**config.mk**
```make
export PLATFORM = sky130hd
export DESIGN_NAME = adc_input_select
export DESIGN_NICKNAME = d
export VERILOG_FILES = /design/src/design/adc_sel_pkg.sv /design/src/design/adc_input_select.sv
export SDC_FILE = /design/constraint.sdc
export NUM_CORES = 1
export LEC_CHECK = 0
export BUFFER_PORTS_ARGS = -buffer_cell sky130_fd_sc_hd__buf_4
export CAP_MARGIN = 20
export CELL_PAD_IN_SITES_DETAIL_PLACEMENT = 0
export CELL_PAD_IN_SITES_GLOBAL_PLACEMENT = 1
export CORE_UTILIZATION = 35
export DETAILED_ROUTE_END_ITERATION = 6
export PLACE_DENSITY_LB_ADDON = 0.15
export SLEW_MARGIN = 20
export SYNTH_ARGS = -nofsm -noshare
export SYNTH_HDL_FRONTEND = slang
export SYNTH_SLANG_ARGS = --single-unit
```
**constraint.sdc**
```tcl
create_clock -name clock_i -period 6.65 [get_ports clock_i]
set_input_delay 1.33 -clock clock_i [delete_from_list [all_inputs] [get_ports clock_i]]
set_output_delay 1.33 -clock clock_i [all_outputs]
set_load 0.1 [all_outputs]
```
**src/design/adc_sel_pkg.sv**
```systemverilog
// package: register map, field layout and reset values of the input select block
package adc_sel_pkg;
  // register byte addresses on the bus
  localparam logic [7:0] OFS_CH0_SEL    = 8'h00;
  localparam logic [7:0] OFS_SCAN_HIGH  = 8'h04;
  localparam logic [7:0] OFS_SCAN_LOW   = 8'h08;
  localparam logic [7:0] OFS_PMODE_HIGH = 8'h0C;
  localparam logic [7:0] OFS_PMODE_LOW  = 8'h10;
  localparam logic [7:0] OFS_CONTROL    = 8'h14;
  localparam logic [7:0] OFS_STATUS     = 8'h18;
  // channel 0 select fields
  localparam int POS_A_LSB = 0;
  localparam int NEG_A_BIT = 7;
  localparam int POS_B_LSB = 8;
  localparam int NEG_B_BIT = 15;
  localparam logic [15:0] CH0_MASK_FULL   = 16'h9F9F;
  localparam logic [15:0] CH0_MASK_SECOND = 16'h8F8F;
  // control fields
  localparam int ALT_BIT  = 0;
  localparam int SCAN_BIT = 10;
  localparam logic [15:0] CONTROL_MASK = 16'h0401;
  // status fields
  localparam int STAT_SAMPLE_B_BIT = 8;
  // reset values
  localparam logic [15:0] REG_RESET = 16'h0000;
  localparam logic [4:0]  PTR_RESET = 5'h00;
  // counts
  localparam int NUM_INPUTS = 32;
  localparam int HALF       = 16;
endpackage : adc_sel_pkg

```
**src/design/adc_input_select.sv**
```systemverilog
// analog input select, scan select and pin mode registers of one converter unit
//
// Design decisions made here: register access over Avalon-MM and the register addresses.
`timescale 1ns/1ns
module adc_input_select #(
  parameter bit SECOND_UNIT    = 1'b0,
  parameter int PRESENT_INPUTS = 32
) (
  // clock and reset
  input  wire logic        clock_i,
  input  wire logic        rst_i,
  // avalon-mm slave
  input  wire logic [7:0]  address_i,
  input  wire logic        read_i,
  input  wire logic        write_i,
  input  wire logic [3:0]  byteenable_i,
  input  wire logic [31:0] writedata_i,
  output logic      [31:0] readdata_o,
  output logic             waitrequest_o,
  // sequencer side
  input  wire logic        sample_done_i,
  input  wire logic [15:0] peer_pin_mode_low_i,
  output logic      [15:0] pin_mode_low_o,
  // multiplexer and pin side
  output logic      [4:0]  pos_input_o,
  output logic             neg_is_input1_o,
  output logic             use_low_ref_o,
  output logic             mux_ground_o,
  output logic      [31:0] pin_digital_o
);

  typedef enum logic [1:0] {
    BUS_IDLE = 2'b01,
    BUS_ACK  = 2'b10
  } bus_state_type;

  localparam logic [15:0] CH0_MASK =
    SECOND_UNIT ? adc_sel_pkg::CH0_MASK_SECOND : adc_sel_pkg::CH0_MASK_FULL;

  // next set bit above cur, wrapping; cur when mask empty
  function automatic logic [4:0] next_scan(input logic [31:0] mask, input logic [4:0] cur);
    logic [4:0] idx;
    logic       found;
    next_scan = cur;
    found     = 1'b0;
    for (int k = 1; k <= adc_sel_pkg::NUM_INPUTS; k++) begin
      idx = 5'(int'(cur) + k);
      if (!found && mask[idx]) begin
        next_scan = idx;
        found     = 1'b1;
      end
    end
  endfunction : next_scan

  // write merge honouring the two low byte lanes
  function automatic logic [15:0] merge(input logic [15:0] old, input logic [31:0] wd,
                                        input logic [3:0] be, input logic [15:0] mask);
    logic [15:0] v;
    v = old;
    if (be[0]) v[7:0] = wd[7:0];
    if (be[1]) v[15:8] = wd[15:8];
    merge = v & mask;
  endfunction : merge

  bus_state_type bus_state, next_bus_state;
  logic [31:0]   readdata, next_readdata;
  logic [15:0]   ch0_input_select, next_ch0_input_select;
  logic [15:0]   scan_select_high, next_scan_select_high;
  logic [15:0]   scan_select_low, next_scan_select_low;
  logic [15:0]   pin_mode_high, next_pin_mode_high;
  logic [15:0]   pin_mode_low, next_pin_mode_low;
  logic [15:0]   control, next_control;
  logic          sample_b, next_sample_b;
  logic [4:0]    scan_ptr, next_scan_ptr;
  logic [4:0]    pos_input, next_pos_input;
  logic          neg_is_input1, next_neg_is_input1;
  logic          use_low_ref, next_use_low_ref;
  logic          mux_ground, next_mux_ground;
  logic [31:0]   pin_digital, next_pin_digital;
  logic [31:0]   present;
  logic [31:0]   scan_include_bits;
  logic [31:0]   pin_digital_mode_bits;
  logic          scan_enable;
  logic          alternate_sample_enable;
  logic          req;

  // which inputs exist on this part
  for (genvar g = 0; g < adc_sel_pkg::NUM_INPUTS; g++) begin : g_present
    assign present[g] = (g < PRESENT_INPUTS);
  end

  assign req                     = read_i | write_i;
  // high word scans 16..31, low word 0..15
  assign scan_include_bits       = {scan_select_high, scan_select_low};
  assign pin_digital_mode_bits   = {pin_mode_high, pin_mode_low};
  assign scan_enable             = control[adc_sel_pkg::SCAN_BIT];
  assign alternate_sample_enable = control[adc_sel_pkg::ALT_BIT];

  // request stalls one cycle so read data can be registered
  assign waitrequest_o = req & (bus_state == BUS_IDLE);

  // bus and register next values
  always_comb begin
    next_bus_state        = BUS_IDLE;
    next_readdata         = readdata;
    next_ch0_input_select = ch0_input_select;
    next_scan_select_high = scan_select_high;
    next_scan_select_low  = scan_select_low;
    next_pin_mode_high    = pin_mode_high;
    next_pin_mode_low     = pin_mode_low;
    next_control          = control;
    unique case (bus_state)
      BUS_IDLE: begin
        if (req) begin
          next_bus_state = BUS_ACK;
          next_readdata  = 32'h0000_0000;
          if (read_i) begin
            unique case (address_i)
              adc_sel_pkg::OFS_CH0_SEL:    next_readdata[15:0] = ch0_input_select;
              adc_sel_pkg::OFS_SCAN_HIGH:  next_readdata[15:0] = scan_select_high;
              adc_sel_pkg::OFS_SCAN_LOW:   next_readdata[15:0] = scan_select_low;
              adc_sel_pkg::OFS_PMODE_HIGH: next_readdata[15:0] = pin_mode_high;
              adc_sel_pkg::OFS_PMODE_LOW:  next_readdata[15:0] = pin_mode_low;
              adc_sel_pkg::OFS_CONTROL:    next_readdata[15:0] = control;
              adc_sel_pkg::OFS_STATUS: begin
                next_readdata[4:0] = pos_input;
                next_readdata[adc_sel_pkg::STAT_SAMPLE_B_BIT] = sample_b;
              end
              default: next_readdata = 32'h0000_0000;
            endcase
          end
        end
      end
      BUS_ACK: begin
        // write lands at the edge where waitrequest is seen low
        if (write_i) begin
          unique case (address_i)
            adc_sel_pkg::OFS_CH0_SEL:
              next_ch0_input_select = merge(ch0_input_select, writedata_i, byteenable_i, CH0_MASK);
            adc_sel_pkg::OFS_SCAN_HIGH:
              next_scan_select_high = merge(scan_select_high, writedata_i, byteenable_i, 16'hFFFF);
            adc_sel_pkg::OFS_SCAN_LOW:
              next_scan_select_low = merge(scan_select_low, writedata_i, byteenable_i, 16'hFFFF);
            // high pin mode absent in second unit
            adc_sel_pkg::OFS_PMODE_HIGH:
              next_pin_mode_high = merge(pin_mode_high, writedata_i, byteenable_i,
                                         SECOND_UNIT ? 16'h0000 : 16'hFFFF);
            adc_sel_pkg::OFS_PMODE_LOW:
              next_pin_mode_low = merge(pin_mode_low, writedata_i, byteenable_i, 16'hFFFF);
            adc_sel_pkg::OFS_CONTROL:
              next_control = merge(control, writedata_i, byteenable_i, adc_sel_pkg::CONTROL_MASK);
            default: next_control = control;
          endcase
        end
      end
      default: next_bus_state = BUS_IDLE;
    endcase
  end

  // bus and register flops
  // registers zero at reset, bus state to BUS_IDLE
  always_ff @(posedge clock_i or posedge rst_i) begin
    if (rst_i) begin
      bus_state        <= BUS_IDLE;
      readdata         <= 32'h0000_0000;
      ch0_input_select <= adc_sel_pkg::REG_RESET;
      scan_select_high <= adc_sel_pkg::REG_RESET;
      scan_select_low  <= adc_sel_pkg::REG_RESET;
      pin_mode_high    <= adc_sel_pkg::REG_RESET;
      pin_mode_low     <= adc_sel_pkg::REG_RESET;
      control          <= adc_sel_pkg::REG_RESET;
    end else begin
      bus_state        <= next_bus_state;
      readdata         <= next_readdata;
      ch0_input_select <= next_ch0_input_select;
      scan_select_high <= next_scan_select_high;
      scan_select_low  <= next_scan_select_low;
      pin_mode_high    <= next_pin_mode_high;
      pin_mode_low     <= next_pin_mode_low;
      control          <= next_control;
    end
  end

  assign readdata_o     = readdata;
  assign pin_mode_low_o = pin_mode_low;

  // sample sequencing and mux selection
  always_comb begin
    next_sample_b = sample_b;
    next_scan_ptr = scan_ptr;
    if (sample_done_i) begin
      next_sample_b = alternate_sample_enable & ~sample_b;
      if (scan_enable && !sample_b) begin
        next_scan_ptr = next_scan(scan_include_bits, scan_ptr);
      end
    end else if (!alternate_sample_enable) begin
      next_sample_b = 1'b0;
    end
    if (!scan_enable) begin
      next_scan_ptr = next_scan(scan_include_bits, 5'd31);
    end
    if (sample_b) begin
      next_pos_input = ch0_input_select[adc_sel_pkg::POS_B_LSB +: 5];
    end else if (scan_enable) begin
      next_pos_input = scan_ptr;
    end else begin
      next_pos_input = ch0_input_select[adc_sel_pkg::POS_A_LSB +: 5];
    end
    // second unit cannot reach inputs above 15
    if (SECOND_UNIT) begin
      next_pos_input[4] = 1'b0;
    end
    next_neg_is_input1 = sample_b ? ch0_input_select[adc_sel_pkg::NEG_B_BIT]
                                  : ch0_input_select[adc_sel_pkg::NEG_A_BIT];
    next_use_low_ref = ~present[next_pos_input];
    // either unit may force low pins digital
    next_pin_digital = pin_digital_mode_bits | {16'h0000, peer_pin_mode_low_i};
    // absent pins ignore their mode bits
    next_pin_digital = next_pin_digital & present;
    // digital pin grounds the mux input
    next_mux_ground = next_pin_digital[next_pos_input];
  end

  // sequencing and output flops
  always_ff @(posedge clock_i or posedge rst_i) begin
    if (rst_i) begin
      sample_b      <= 1'b0;
      scan_ptr      <= adc_sel_pkg::PTR_RESET;
      pos_input     <= adc_sel_pkg::PTR_RESET;
      neg_is_input1 <= 1'b0;
      use_low_ref   <= 1'b0;
      mux_ground    <= 1'b0;
      pin_digital   <= 32'h0000_0000;
    end else begin
      sample_b      <= next_sample_b;
      scan_ptr      <= next_scan_ptr;
      pos_input     <= next_pos_input;
      neg_is_input1 <= next_neg_is_input1;
      use_low_ref   <= next_use_low_ref;
      mux_ground    <= next_mux_ground;
      pin_digital   <= next_pin_digital;
    end
  end

  assign pos_input_o     = pos_input;
  assign neg_is_input1_o = neg_is_input1;
  assign use_low_ref_o   = use_low_ref;
  assign mux_ground_o    = mux_ground;
  assign pin_digital_o   = pin_digital;

  // checks on the register file and selection path
  property p_ch0_write;
    @(posedge clock_i) disable iff (rst_i)
    (bus_state == BUS_ACK && write_i && address_i == adc_sel_pkg::OFS_CH0_SEL && byteenable_i[1:0] == 2'b11)
      |=> ch0_input_select == ($past(writedata_i[15:0]) & CH0_MASK);
  endproperty
  a_ch0_write: assert property (p_ch0_write) else $error("ch0 select write lost");

  property p_unimpl_zero;
    @(posedge clock_i) disable iff (rst_i)
    $past(read_i && bus_state == BUS_IDLE && address_i == adc_sel_pkg::OFS_CH0_SEL)
      |-> readdata_o[14:13] == 2'b00 && readdata_o[6:5] == 2'b00;
  endproperty
  a_unimpl_zero: assert property (p_unimpl_zero) else $error("unimplemented bits read nonzero");

  property p_alternate;
    @(posedge clock_i) disable iff (rst_i)
    sample_done_i && alternate_sample_enable |=> sample_b != $past(sample_b);
  endproperty
  a_alternate: assert property (p_alternate) else $error("sample B did not alternate");

  property p_no_alternate;
    @(posedge clock_i) disable iff (rst_i)
    !alternate_sample_enable ##1 !alternate_sample_enable |-> !sample_b;
  endproperty
  a_no_alternate: assert property (p_no_alternate) else $error("sample B used without alternation");

  property p_scan_hit;
    @(posedge clock_i) disable iff (rst_i)
    scan_enable && scan_include_bits != 32'h0000_0000 && sample_done_i && !sample_b
      |=> $past(scan_include_bits[next_scan_ptr]);
  endproperty
  a_scan_hit: assert property (p_scan_hit) else $error("scan stopped on unselected input");

  property p_scan_drive;
    @(posedge clock_i) disable iff (rst_i)
    scan_enable && !sample_b && !SECOND_UNIT |=> pos_input_o == $past(scan_ptr);
  endproperty
  a_scan_drive: assert property (p_scan_drive) else $error("scan pointer not on mux");

  property p_second_limit;
    @(posedge clock_i) disable iff (rst_i)
    SECOND_UNIT |-> pos_input_o[4] == 1'b0;
  endproperty
  a_second_limit: assert property (p_second_limit) else $error("second unit above input 15");

  property p_ground;
    @(posedge clock_i) disable iff (rst_i)
    mux_ground_o |-> pin_digital_o[pos_input_o] && !use_low_ref_o;
  endproperty
  a_ground: assert property (p_ground) else $error("mux grounded on analog pin");

  property p_neg_a;
    @(posedge clock_i) disable iff (rst_i)
    !sample_b |=> neg_is_input1_o == $past(ch0_input_select[adc_sel_pkg::NEG_A_BIT]);
  endproperty
  a_neg_a: assert property (p_neg_a) else $error("negative select A mismatch");

  c_scan: cover property (@(posedge clock_i) disable iff (rst_i) scan_enable && sample_done_i ##1 sample_done_i);
  c_alt: cover property (@(posedge clock_i) disable iff (rst_i) sample_b ##1 !sample_b);
  c_ground: cover property (@(posedge clock_i) disable iff (rst_i) mux_ground_o);
  c_low_ref: cover property (@(posedge clock_i) disable iff (rst_i) use_low_ref_o);

endmodule : adc_input_select

```
# --- Word level (Yosys, flattened, before mapping) ---
# Memory sizes are Yosys's and may differ from the RTL's.
# Cells that the tools add are included.
classes:
  addsub: 32
  mul: 0
  n_div: 0
  order_cmp: 33
  eq_ne: 12
  shift: 0
  mux: 301
  bitwise_logic: 6
  n_reduce_logical: 141
ops:
  columns: ["operator", "count"]
  rows:
  - ["5-bit 2-to-1 mux", 69]
  - ["5-bit by 6-bit < comparator with 1-bit output, second input constant", 33]
  - ["1-bit 2-to-1 mux", 192]
  - ["1-bit binary-select mux with 5-bit select", 33]
  - ["5-bit adder, second input constant", 16]
  - ["1-bit logical AND", 63]
  - ["1-bit logical NOT", 63]
  - ["4-bit AND reduction", 12]
  - ["7-bit case mux with 6 select lines", 1]
  - ["5-bit by 4-bit adder with 5-bit output, second input constant", 8]
  - ["5-bit case mux with 7 select lines", 1]
  - ["33-bit by 1-bit != test with 1-bit output, second input constant", 1]
  - ["32-bit by 16-bit OR with 32-bit output", 1]
  - ["8-bit by 5-bit equality test with 1-bit output, second input constant", 3]
  - ["5-bit by 3-bit adder with 5-bit output, second input constant", 4]
  - ["8-bit by 4-bit equality test with 1-bit output, second input constant", 2]
  - ["16-bit 2-to-1 mux", 1]
  - ["3-bit case mux with 5 select lines", 1]
  - ["5-bit by 1-bit adder with 5-bit output, second input constant", 2]
  - ["5-bit by 2-bit adder with 5-bit output, second input constant", 2]
  - ["8-bit by 3-bit equality test with 1-bit output, second input constant", 1]
  - ["8-bit logical NOT", 1]
  - ["1-bit case mux with 6 select lines", 1]
  - ["2-bit 2-to-1 mux", 2]
  - ["9 further kinds", 12]
totals:
  regBits: 158
  latch_bits: 0
  ram_bits: 0
  romBits: 32
  output_inout_bits: 89
  n_memories: 1
memory_table:
  columns: ["name", "depth", "width", "rd", "rd_ports_with_merged_regs", "wr", "line_no", "rtl"]
  rows:
  - ["(name not given)", 32, 1, 1, 0, 0, "adc_input_select.sv:215", "next_use_low_ref = ~present[next_pos_input];"]

# --- Depth between registers and ports, before layout ---
logic_depth:
  ltp_word: 162
  depth_mapped: 22

# --- Worst setup path before layout ---
# No wires, ideal clock.
synth_path:
  path_kind: "reg2reg"
  startpoint: "register scan_ptr[0]"
  endpoint: "register scan_ptr[2]"
  setup_ns: 0.094
  arrival_time_ns: 5.553
  path_slack_ns: 1.003
  path_stages_with_launch: 22
  n_path_buf: 8
  period_less_slack_ns: 5.647
  cell_sequence: "dfrtp_1 -> buf_6 -> buf_4 -> buf_6 -> clkbuf_1 -> inv_1 -> ha_1 -> buf_2 -> buf_4 -> buf_2 -> mux4_2 -> mux4_2 -> mux2_2 -> or4_4 -> or4_1 -> buf_2 -> or4_4 -> o211ai_1 -> a2111oi_1 -> o21ai_2 -> o2111ai_1 -> a221oi_2"
synth_between:
  elab_chain_len: 162
  elab_cells_between_ends: 288
  classes_between: "add/sub: 32; eq/ne: 1; mux: 192; reduce/logical: 63"
synth_rtl:
  columns: ["item", "line_no", "rtl"]
  rows:
  - ["from (decl)", "adc_input_select.sv:74", "logic [4:0] scan_ptr, next_scan_ptr;"]
  - ["from (signal assigned)", "adc_input_select.sv:228", "scan_ptr <= adc_sel_pkg::PTR_RESET;"]
  - ["from (signal assigned)", "adc_input_select.sv:236", "scan_ptr <= next_scan_ptr;"]
  - ["parallel branches: the longest is 162 deep, another holds 5-bit by 1-bit adder with 5-bit output", null, null]
# Several ways; the timed one is not identified. The select of a mux whose other input is x is not followed.
# A chain may end at the register's enable or synchronous reset.

# --- Final worst setup path ---
layout_path:
  startpoint: "register scan_ptr[0]"
  endpoint: "register scan_ptr[4]"
# Same word-level chain as after synthesis.

==> summary.md <==
| Metric | Value |
|---|---|
| Status | complete, no violations |
| Worst Slack Setup Final | 0.7860 ns |
| Row count | 68 |
| Cts bufs inserted | 17 |
| Post-Route WL | 48240 um |
| Post-route ant nets | 0 |
| Startpoint types | flop |
| CP Capture Type | flop |
| PostCTS Resize Cnt | 0 |
| Relative slew slack | 0.3705 |
| Max Buffers Root-to-Sink | 2 |
| Max Clock Freq | 0.1705 GHz |
| Routed len/inst | 27.04 um |
| Fraction of registers with async set/reset | 1.000 |
| Highest metal used | met4 |
| Final Core Density | 0.4127 |
| Synth area leaders | dfrtp_1 (29%), mux4_2 (16%), mux2_2 (9.7%) |
| Power per cell area | 273.1 nW/um2 |
| First-pass GRT wire length | 72590 um |
| H-tree level count | 4 |
| Sequence of cells on the critical path | inv_1 > ha_1 > mux4_2 > mux2_2 > mux4_2 > or4_4 > or4_1 > or4_4 > a2111oi_0 > nor4_1 > a21oi_1 > nor2_1 |
| Maximum VDD drop | 0.1750 mV |
| # IOs | 154 |
| # DRC | 0 |
| Main synth FF type | dfrtp_1 |
| Sequential area share after synthesis | 0.2892 |
| Most common cell in the netlist | dfrtp_1 |
| Post-synthesis compound-gate area fraction | 0.1596 |
| Nets | 1393 |
| Avg Inst Size Synth | 10.03 um2 |
| Fraction of final layout cells sized beyond drive strength 1 | 0.3223 |
| WL met2 | 22230 um |
| Main combinational cell family by area after synthesis | multiplexers |
| Post-synthesis register bit count | 141 |
| Die height | 188.8 um |
| Most common library cells after synthesis | dfrtp_1 (140), mux2_2 (105), nand2_1 (91) |
| Sum Neg Setup Slack | 0 ns |
| CP Buf/Inv Count | 1 |
| Fin. max-slew vios | 0 |
| Crit-path leading delay family | simple AND/OR/NAND/NOR gates |
| Core box area | 34460 um2 |
| Final-report hold violation count | 0 |
| Worst Clk Skew | 0.01758 ns |
| Buffers on Ports | 118 |
| CTS tree | built |
| P_leak | 6.372 nW |
| Width of the die | 188.8 um |
| Layout area overhead | 16.50% |
| Hold slack | 0.4618 ns |
| Final setup violation count | 0 |
| GRT Total Usage | 0.2732 |
| Max Cap Viol | 0 |
| Synth Area in XOR/XNOR | 0.02009 |
| Post-Synthesis Cells | 1217 |
| Post-synth top area share | 0.2870 |
| Slowest-stage cell, CP | ha_1 |
| Netlist cell types | 82 |
| Largest area contributor in the netlist | dfrtp_1 |
| Initial antenna violation count | 0 |
| Total gr overflow | 0 |
| Via count | 11310 |
| Min-delay worst type | reg -> reg |
| Min Tclk post-route | 5.864 ns |
| CTS clk-pin slew, worst paths | 0.07 ns |
| Largest net degree at the start of global routing | 83 |
| CP Max Fanout | 17 |
| Worst slack at placement | 0.8260 ns |
| Simple-gate share of the synthesized area | 0.1528 |
| Worst skew pair latency | 0.44 ns |
| RSZ-0062 raised after global routing | false |
| Mux contribution to synthesized area | 0.3147 |
| Clk root buf | clkbuf_16 |
| Adder-cell area share of the yosys netlist | 0.01333 |
| Required time of the critical path | 6.97 ns |
| Vias per inst | 6.341 |
| Die area | 35630 um2 |
| Detail Route met3 WL | 3638 um |
| Synth warnings | 0 |
| TritonRoute pass-1 iters | 6 |
| CP peak stage delay | 0.84 ns |
| CTS Sinks | 141 |
| Number of global-route vias before repair | 10860 |
| Cts hold-fix bufs | 0 |
| Tcrit/Tclk final | 0.8818 |
| Post-CTS Setup Repair Bufs | 0 |
| M1 WL | 20830 um |
| Tightest Pin Transition | 0.9363 ns |
| Critical Setup Path Class | reg -> reg |
| GPL Wtd Cong | 0.9622 |
| Data arrival, critical path | 6.18 ns |
| Cell Area, Synth | 12210 um2 |
| Detailed Place HPWL | 36310 um |
| Post-synth EDFFs | 0 |
| Initial Utilization | 0.3542 |
| DR iter-0 viols | 1202 |
[cells in the final DEF, fill, tap and decap left out, types with 21 or more instances in the layout]
| cell type | synthesis | final |
|---|---|---|
| a21oi_1 | 44 | 43 |
| nand3_1 | 25 | 25 |
| mux2i_1 | 71 | 71 |
| o21ai_0 | 43 | 43 |
| nor2_1 | 83 | 83 |
| inv_1 | 27 | 26 |
| mux4_2 | 86 | 86 |
| a22oi_1 | 21 | 21 |
| nand2_1 | 91 | 91 |
| dfrtp_1 | 140 | 136 |
| mux2_2 | 105 | 105 |
| or2_2 | 22 | 22 |
| nor3_1 | 22 | 22 |
| buf_4 | 21 | 162 |
[path summary, 6_finish.rpt]
path | end | slack, ns | start | cells past startpoint
max | scan_ptr[4] | 0.79 | scan_ptr[0] | 12
min in group asynchronous | pin_digital_o[30] | 1.01 | rst_i | 2
max reg2reg | scan_ptr[4] | 0.79 | scan_ptr[0] | 12
min | pin_digital_o[27] | 0.46 | pin_mode_high[11] | 0
min reg2reg | pin_digital_o[27] | 0.46 | pin_mode_high[11] | 0
max in group asynchronous | scan_ptr[0] | 4.25 | rst_i | 3
[per-layer routing]
| metal | vias up | GRT usage |
|---|---|---|
| li1 | 4886 | - |
| met1 | 5722 | 0.3807 |
| met2 | 606 | 0.4306 |
| met3 | 98 | 0.04153 |
| met4 | 0 | 0.09491 |
| met5 | - | 0 |
[registers in the layout, indices dropped and copies added (netlist names), 5 cells and up]
| register | count |
|---|---|
| pin_digital_o | 32 |
| pin_mode_high | 16 |
| pin_mode_low_o | 16 |
| readdata_o | 16 |
| scan_select_high | 16 |
| scan_select_low | 16 |
| ch0_input_select | 12 |
| pos_input_o | 5 |
| scan_ptr | 5 |
[power by group]
group	switching, mW	leakage, nW	internal (mW)	total (mW)
combinational	1.32	4.18	0.692	2.01
sequential	0.0402	1.90	0.885	0.925
clock	0.443	0.288	0.506	0.949
total	1.80	6.37	2.08	3.88
[cell families after synthesis]
logic type | count (synthesis)
AO/OA/AOI/OAI | 275
buffers and inverters | 130
AND/OR/NAND/NOR | 366
multiplexers | 263
flip-flops | 141
adder cells (fa/ha/maj) | 13
other | 1
XOR/XNOR | 28
[stage by stage]
| step | cells | cell area (um2) | power [mW] |
|---|---|---|---|
| 2_1_floorplan | 1233 | 12270 | 2.262 |
| 3_3_place_gp | 1751 | 13610 | 2.918 |
| 6_report | 1784 | 14220 | 3.883 |
| 5_1_grt | 1783 | 14220 | 4.054 |
| 4_1_cts | 1783 | 14210 | 3.870 |
| 3_5_place_dp | 1751 | 13620 | 2.915 |
[final cells by class]
type | count | area [um2]
diodes | 1 | 2.502
clock buffers | 17 | 425.4
clock inverters | 15 | 170.2
fillers | 3394 | 20240
inverters | 29 | 113.9
multi-input cells | 962 | 8147
flip-flops and latches | 141 | 3537
well taps | 455 | 569.3
repair buffers | 164 | 1256
Note: power is estimated with default switching activity, not from simulation.
